==> src/common/pci_bar_windows_defs.svh <==
// Constants for the two PCI memory window base registers.
// Assumes inclusion by bare name from the design files.
`ifndef PCI_BAR_WINDOWS_DEFS_SVH
`define PCI_BAR_WINDOWS_DEFS_SVH

// ----------------------------------------------------------------------
// Configuration offsets
// ----------------------------------------------------------------------
`define OFF_EXT_WINDOW_BASE   8'h14
`define OFF_CIS_WINDOW_BASE   8'h18
`define CFG_DWORD_MASK        8'hfc

// ----------------------------------------------------------------------
// Field layouts and reset values
// ----------------------------------------------------------------------
// Pointer bits 31-14 writable, 13-0 read as zero (16K, mem, 32-bit, no prefetch)
`define EXT_WRITE_MASK        32'hffff_c000
// Pointer bits 31-11 writable, 10-0 read as zero (2K, mem, 32-bit, no prefetch)
`define CIS_WRITE_MASK        32'hffff_f800
`define BASE_RESET_VALUE      32'h0000_0000
`define READ_ZERO             32'h0000_0000
`define BYTE_ZERO             8'h00
`define BYTE_ONES             8'hff

`endif

==> src/common/pci_bar_windows_pkg.sv <==
// Types shared by the window base register block.
// Assumes nothing of its surroundings.
`default_nettype none

package pci_bar_windows_pkg;
    typedef logic [31:0] dword_t;
    typedef logic [3:0]  byte_en_t;
endpackage

`default_nettype wire

==> src/rtl/pci_bar_windows.sv <==
// PCI configuration base registers for the extension and CIS windows,
// with the matching memory window decode.
// Assumes a config port already decoded to this function, and memory
// requests presented one cycle each on the PCI clock.
`include "pci_bar_windows_defs.svh"
`timescale 1ns/1ps
`default_nettype none

module pci_bar_windows
    import pci_bar_windows_pkg::*;
#(
    parameter int CFG_ADDR_W = 8
) (
    // Clock and reset
    input  wire logic                  i_clk,
    input  wire logic                  i_reset,
    // Strap, sampled while reset is held
    input  wire logic                  i_card_mode_strap_n,
    // Configuration access port
    input  wire logic                  i_cfg_wr,
    input  wire logic                  i_cfg_rd,
    input  wire logic [CFG_ADDR_W-1:0] i_cfg_addr,
    input  wire logic [3:0]            i_cfg_be,
    input  wire logic [31:0]           i_cfg_wdata,
    output logic [31:0]                o_cfg_rdata,
    output logic                       o_cfg_rvalid,
    // Memory transaction decode
    input  wire logic                  i_mem_req,
    input  wire logic [31:0]           i_mem_addr,
    input  wire logic                  i_mem_space_en,
    output logic                       o_ext_hit,
    output logic                       o_cis_hit,
    // Window state for the rest of the function
    output logic                       o_cis_enabled,
    output logic [31:0]                o_ext_base,
    output logic [31:0]                o_card_info_window_pointer
);

    // ------------------------------------------------------------------
    // Elaboration checks
    // ------------------------------------------------------------------
    // Offsets up to 18h need at least five address bits
    if (CFG_ADDR_W < 5 || CFG_ADDR_W > 8) begin : g_bad_addr_w
        $error("CFG_ADDR_W must lie between 5 and 8");
    end

    // ------------------------------------------------------------------
    // State
    // ------------------------------------------------------------------
    dword_t ext_base_r;
    dword_t ext_base_nxt;
    dword_t card_info_window_pointer_r;
    dword_t card_info_window_pointer_nxt;
    logic   cis_en_r;
    logic   cis_en_nxt;
    dword_t rdata_r;
    dword_t rdata_nxt;
    logic   rvalid_r;
    logic   rvalid_nxt;
    logic   ext_hit_r;
    logic   ext_hit_nxt;
    logic   cis_hit_r;
    logic   cis_hit_nxt;

    dword_t   lane_mask;
    logic [7:0] addr8;
    logic     sel_ext;
    logic     sel_cis;
    logic     cis_on;

    // Widen the config address so offsets compare at one width
    assign addr8   = 8'(i_cfg_addr);
    assign sel_ext = (addr8 & `CFG_DWORD_MASK) == `OFF_EXT_WINDOW_BASE;
    assign sel_cis = (addr8 & `CFG_DWORD_MASK) == `OFF_CIS_WINDOW_BASE;
    assign cis_on  = cis_en_r;

    // Byte enables to a bit mask, one lane per enable
    for (genvar g = 0; g < 4; g++) begin : g_lane
        assign lane_mask[8*g +: 8] = i_cfg_be[g] ? `BYTE_ONES : `BYTE_ZERO;
    end

    // ------------------------------------------------------------------
    // Strap capture
    // ------------------------------------------------------------------
    // Tracks the pin only while reset is held, then freezes
    // Kept in true polarity so the enable output needs no gate
    always_comb begin
        cis_en_nxt = cis_en_r;
        if (i_reset) begin
            cis_en_nxt = !i_card_mode_strap_n;
        end
    end

    // ------------------------------------------------------------------
    // Base registers
    // ------------------------------------------------------------------
    // Read-only bits never store, and readback still masks them again with the write masks
    always_comb begin
        ext_base_nxt = ext_base_r;
        card_info_window_pointer_nxt = card_info_window_pointer_r;
        if (i_cfg_wr && sel_ext) begin
            ext_base_nxt = (ext_base_r & ~(lane_mask & `EXT_WRITE_MASK))
                         | (i_cfg_wdata & lane_mask & `EXT_WRITE_MASK);
        end
        if (i_cfg_wr && sel_cis && cis_on) begin
            card_info_window_pointer_nxt = (card_info_window_pointer_r & ~(lane_mask & `CIS_WRITE_MASK))
                         | (i_cfg_wdata & lane_mask & `CIS_WRITE_MASK);
        end
        // Strap high keeps the register pinned at zero
        if (!cis_on) begin
            card_info_window_pointer_nxt = `BASE_RESET_VALUE;
        end
    end

    // ------------------------------------------------------------------
    // Read path
    // ------------------------------------------------------------------
    // Unmapped offsets answer zero rather than stalling the access
    always_comb begin
        rvalid_nxt = i_cfg_rd;
        rdata_nxt  = `READ_ZERO;
        if (i_cfg_rd && sel_ext) begin
            rdata_nxt = ext_base_r & `EXT_WRITE_MASK;
        end else if (i_cfg_rd && sel_cis && cis_on) begin
            rdata_nxt = card_info_window_pointer_r & `CIS_WRITE_MASK;
        end
    end

    // ------------------------------------------------------------------
    // Memory decode
    // ------------------------------------------------------------------
    // An unprogrammed Card_info_window_pointer would alias address zero, so it never claims
    always_comb begin
        ext_hit_nxt = i_mem_req && i_mem_space_en
                   && ((i_mem_addr & `EXT_WRITE_MASK) == (ext_base_r & `EXT_WRITE_MASK));
        cis_hit_nxt = i_mem_req && i_mem_space_en && cis_on
                   && (card_info_window_pointer_r != `BASE_RESET_VALUE)
                   && ((i_mem_addr & `CIS_WRITE_MASK) == (card_info_window_pointer_r & `CIS_WRITE_MASK));
    end

    // ------------------------------------------------------------------
    // Registers
    // ------------------------------------------------------------------
    // Strap enable keeps tracking through reset, the rest clears
    always_ff @(posedge i_clk) begin
        cis_en_r <= cis_en_nxt;
        if (i_reset) begin
            ext_base_r <= `BASE_RESET_VALUE;
            card_info_window_pointer_r <= `BASE_RESET_VALUE;
            rdata_r    <= `READ_ZERO;
            rvalid_r   <= 1'b0;
            ext_hit_r  <= 1'b0;
            cis_hit_r  <= 1'b0;
        end else begin
            ext_base_r <= ext_base_nxt;
            card_info_window_pointer_r <= card_info_window_pointer_nxt;
            rdata_r    <= rdata_nxt;
            rvalid_r   <= rvalid_nxt;
            ext_hit_r  <= ext_hit_nxt;
            cis_hit_r  <= cis_hit_nxt;
        end
    end

    // Outputs straight from flops
    assign o_cfg_rdata   = rdata_r;
    assign o_cfg_rvalid  = rvalid_r;
    assign o_ext_hit     = ext_hit_r;
    assign o_cis_hit     = cis_hit_r;
    assign o_cis_enabled = cis_en_r;
    assign o_ext_base    = ext_base_r;
    assign o_card_info_window_pointer    = card_info_window_pointer_r;
endmodule

`default_nettype wire

==> config.mk <==
export PLATFORM = sky130hd
export DESIGN_NAME = pci_bar_windows
export DESIGN_NICKNAME = d
export VERILOG_FILES = /design/src/common/pci_bar_windows_pkg.sv /design/src/rtl/pci_bar_windows.sv
export VERILOG_INCLUDE_DIRS = /design/src /design/src/common
export SDC_FILE = /design/constraint.sdc
export NUM_CORES = 1
export LEC_CHECK = 0
export BUFFER_PORTS_ARGS = -buffer_cell sky130_fd_sc_hd__buf_2
export CAP_MARGIN = 5
export CORE_MARGIN = 8
export CORE_UTILIZATION = 31
export DETAILED_ROUTE_END_ITERATION = 10
export GPL_ROUTABILITY_DRIVEN = 1
export SETUP_SLACK_MARGIN = 0.1
export SLEW_MARGIN = 20
export SYNTH_ARGS = -nofsm -noshare
export SYNTH_HDL_FRONTEND = slang
export SYNTH_SLANG_ARGS = --single-unit
==> constraint.sdc <==
create_clock -name i_clk -period 1.7 [get_ports i_clk]
set_input_delay 0.17 -clock i_clk [delete_from_list [all_inputs] [get_ports i_clk]]
set_output_delay 0.17 -clock i_clk [all_outputs]
set_load 0.02 [all_outputs]
==> summary.txt <==
Timing
  – Setup repair after global routing missed its margin: false
  – Finish-stage setup viols: 0
  – Final max-slew violation count: 0
  – Hold Vio Cnt, Final: 0
  – Final sum of negative setup slack: 0 ps
  – Final Cycle Share: 0.846
  – Highest achievable clock rate: 0.695 GHz
  – Post-layout min period: 1440 ps
  – Setup Skew: between 6 and 7 ps

Clock network
  – Clock buffers created by TritonCTS: 9
  – Max clock buf depth: 2
  – Clock tree from TritonCTS: done
  – Post-CTS clock slew at the launch and capture registers of the worst setup and hold paths: about 70 ps
  – Root cell of the clock tree: clkbuf_8
  – Clk sinks: 64
  – H-tree Lvls: 3
  – Hold-fix buffers at CTS: 0
  – Clock latency reported for the late side of the worst-skew pair: ~340 ps

Pwr
  – Static power due to leakage: ~2.0 nW
  – Part of the total power dissipated in sequential elements: 0.522
  – Sw Share: 0.254
  – Proportion of power drawn by the clock network: 0.378
  – Total power divided by cell area: 744 mW/mm²
  – Max rail drop VDD: 0.283 mV
  – Internal cell power: 0.00216 W
  – Net switching component of the power: 0.000736 W
  – Relative contribution of combinational cells to total power: 0.100

Critical path
  – CP startpoint kind: register
  – Critical-path maximum fanout: 5
  – Cells on worst reg2reg path: 4
  – CP required: 1950 ps
  – CP Capture Type: register
  – Kind of critical path: register to register
  – Arrival time at the worst endpoint: 1690 ps

Detailed routing
  – Number of remaining DRC errors: 0
  – Detail-routed net length per standard cell: 17.5 µm
  – Number of routed nets with antenna violations: 0
  – Total Wirelength: 9830 µm
  – Pre-antenna DRT Iters: 4
  – Per-cell via count in the routed design: between 4 and 5
  – 1st-iter DRT viols: 89
  – Vias post-DR: roughly 2500

Cells and area
  – Fin nets: 513
  – Layout cells sized above 1: 0.358
  – Fill cell total of the finished layout: 980
  – Post-route insts no fill: 562
  – Count of inserted antenna diode cells: 0
  – Layout overhead on the synthesized area: 30.9%

Floorplan
  – I/O pins: 183
  – Initial Utilization: 0.320
  – Chip Height: 114 µm
  – DIE WIDTH: between 100 and 150 µm
  – Area of the die: 0.0130 mm²
  – Core Box Area: roughly 0.0093 mm²
  – Standard-cell rows: 35

Global routing
  – Via count of the first global-routing pass: 2704
  – Largest net degree at the start of global routing: 19
  – GRT Total Usage: 0.152
  – Wire length of the first global-routing pass: around 15000 µm
  – Initial antenna violation count: 1
  – Aggregate global routing overflow: 0

Logic synthesis
  – Library cells used by synthesis: 28
  – Gate count of the mapped netlist: between 200 and 300
  – Synthesis-stage register bit count: 64
  – Average size of a mapped cell: 10.2 µm²
  – Mapped cell area: 0.00297 mm²
  – Share of the yosys chip area belonging to registers: 0.434
  – Synthesis Warnings: 0

Run status
  – Outcome: finished clean

Placed design
  – Placed wire-length estimate: 7800 µm
  – Final weighted congestion in routability-driven placement: 0.794
  – Cells after DPL: between 500 and 600
  – Number of buffers inserted by port buffering: 121

Worst hold path
  – Path category of the worst min-delay check: primary input to register
  – Worst hold path cell count: 3

Run
  – Max Cap Violations: 0
cell usage in the layout (no fill, tap or decap), drive strengths merged:
| cell type | count |
|---|---|
| nor2 | 40 |
| and2 | 3 |
| nor2b | 1 |
| nor4b | 1 |
| edfxtp | 1 |
| mux2i | 39 |
| a22o | 18 |
| dfxtp | 63 |
| xor2 | 26 |
| nand2 | 5 |
| nand2b | 2 |
| nor4bb | 1 |
| buf | 137 |
| xnor2 | 13 |
| nor4 | 12 |
| and4b | 2 |
| clkbuf | 13 |
| nor3b | 1 |
| clkinv | 1 |
| inv | 1 |
| nand3 | 5 |
| nand4 | 5 |
| conb | 36 |
| nor3 | 5 |
| or4b | 1 |
| or4 | 1 |
stage by stage:
stage	power (W)	hold WS (ps)	setup slack, ps	instance area [µm²]	utilization
2_1_floorplan	0.00176	260	90.6	3100	-
3_3_place_gp	0.00183	413	60.4	3730	0.402
3_5_place_dp	0.00183	421	28.1	3730	0.402
4_1_cts	0.00294	57.4	208	3880	0.418
5_1_grt	0.00303	73.7	120	3890	0.419
6_report	0.00290	77.4	261	3890	0.419
power groups by stage:
| stage | combinational, W | clock, W | sequential (W) |
|---|---|---|---|
| finish | 0.000289 | 0.00109 | 0.00151 |
| global route | 0.000315 | 0.00120 | 0.00151 |
| CTS | 0.000287 | 0.00114 | 0.00151 |
| detailed placement | 0.000285 | 0 | 0.00154 |
| global placement | 0.000284 | 0 | 0.00154 |
| floorplan | 0.000209 | 0 | 0.00155 |
final cells by class:
class	instances	area, µm²	area share
Clock buffer	13	149	0.0383
Clock inverter	1	5.00	0.00129
Inverter	1	3.75	0.000965
Multi-Input combinational cell	217	1520	0.390
Sequential cell	64	1290	0.332
Tap cell	129	161	0.0415
Timing Repair Buffer	137	763	0.196
metal layers:
metal | part of all wire | track usage | vias up
li1 | - | - | 1211
met1 | 0.43 | 0.175 | 1206
met2 | 0.47 | 0.252 | 102
met4 | 0.016 | 0.0568 | 2
met5 | 0.00081 | 0 | -
met3 | 0.078 | 0.0565 | 14
path summary, 6_finish.rpt:
| kind | from | to | slack [ps] |
|---|---|---|---|
| min reg2reg | register | o_cfg_rdata[14]$_SDFF_PP0_ | 540 |
| max | register | o_cis_hit$_SDFF_PP0_ | 260 |
| min | i_cfg_wdata[22] | register | 80 |
| max reg2reg | register | o_cis_hit$_SDFF_PP0_ | 260 |
Yosys cell counts:
master | number | share of area
or4_1 | 1 | 0.0025
nor4_1 | 12 | 0.025
buf_2 | 2 | 0.0034
nor2_1 | 40 | 0.051
inv_1 | 1 | 0.0013
edfxtp_1 | 1 | 0.010
nor4b_2 | 1 | 0.0050
nand3_1 | 5 | 0.0084
nand4_1 | 5 | 0.011
nor3_1 | 3 | 0.0050
buf_6 | 1 | 0.0038
and4b_1 | 2 | 0.0067
xor2_1 | 26 | 0.077
mux2i_1 | 39 | 0.13
nor3_4 | 2 | 0.011
nand2_1 | 5 | 0.0063
nor4bb_1 | 1 | 0.0034
nor3b_4 | 1 | 0.0063
clkbuf_1 | 4 | 0.0050
xnor2_1 | 13 | 0.038
nor2b_1 | 1 | 0.0021
conb_1 | 1 | 0.0013
and2_1 | 3 | 0.0063
dfxtp_1 | 63 | 0.42
nand2b_1 | 2 | 0.0042
buf_4 | 37 | 0.093
a22o_1 | 18 | 0.053
or4b_4 | 1 | 0.0046
cells by family after synthesis:
kind of cell / after synthesis / share of synthesized area
muxes: 39 / 0.131
and+or+nand+nor: 85 / 0.158
DFF: 64 / 0.434
other: 1 / 0.00126
xor gates and xnor gates: 39 / 0.115
buffers and inverters: 45 / 0.107
AOI/OAI and AO/OA: 18 / 0.0530
timing repair:
action                                  CTS  global route
buffers inserted                          0             0
resized for setup                         0             1
endpoints found under the setup margin    0             1
critical path, stage by stage (launching register included):
cell and delay, ps:
dfxtp_1 460, xor2_1 110, nor4_1 350, nand4_1 170, nor4_1 270
No activity file was read; power rests on OpenSTA's default activity.
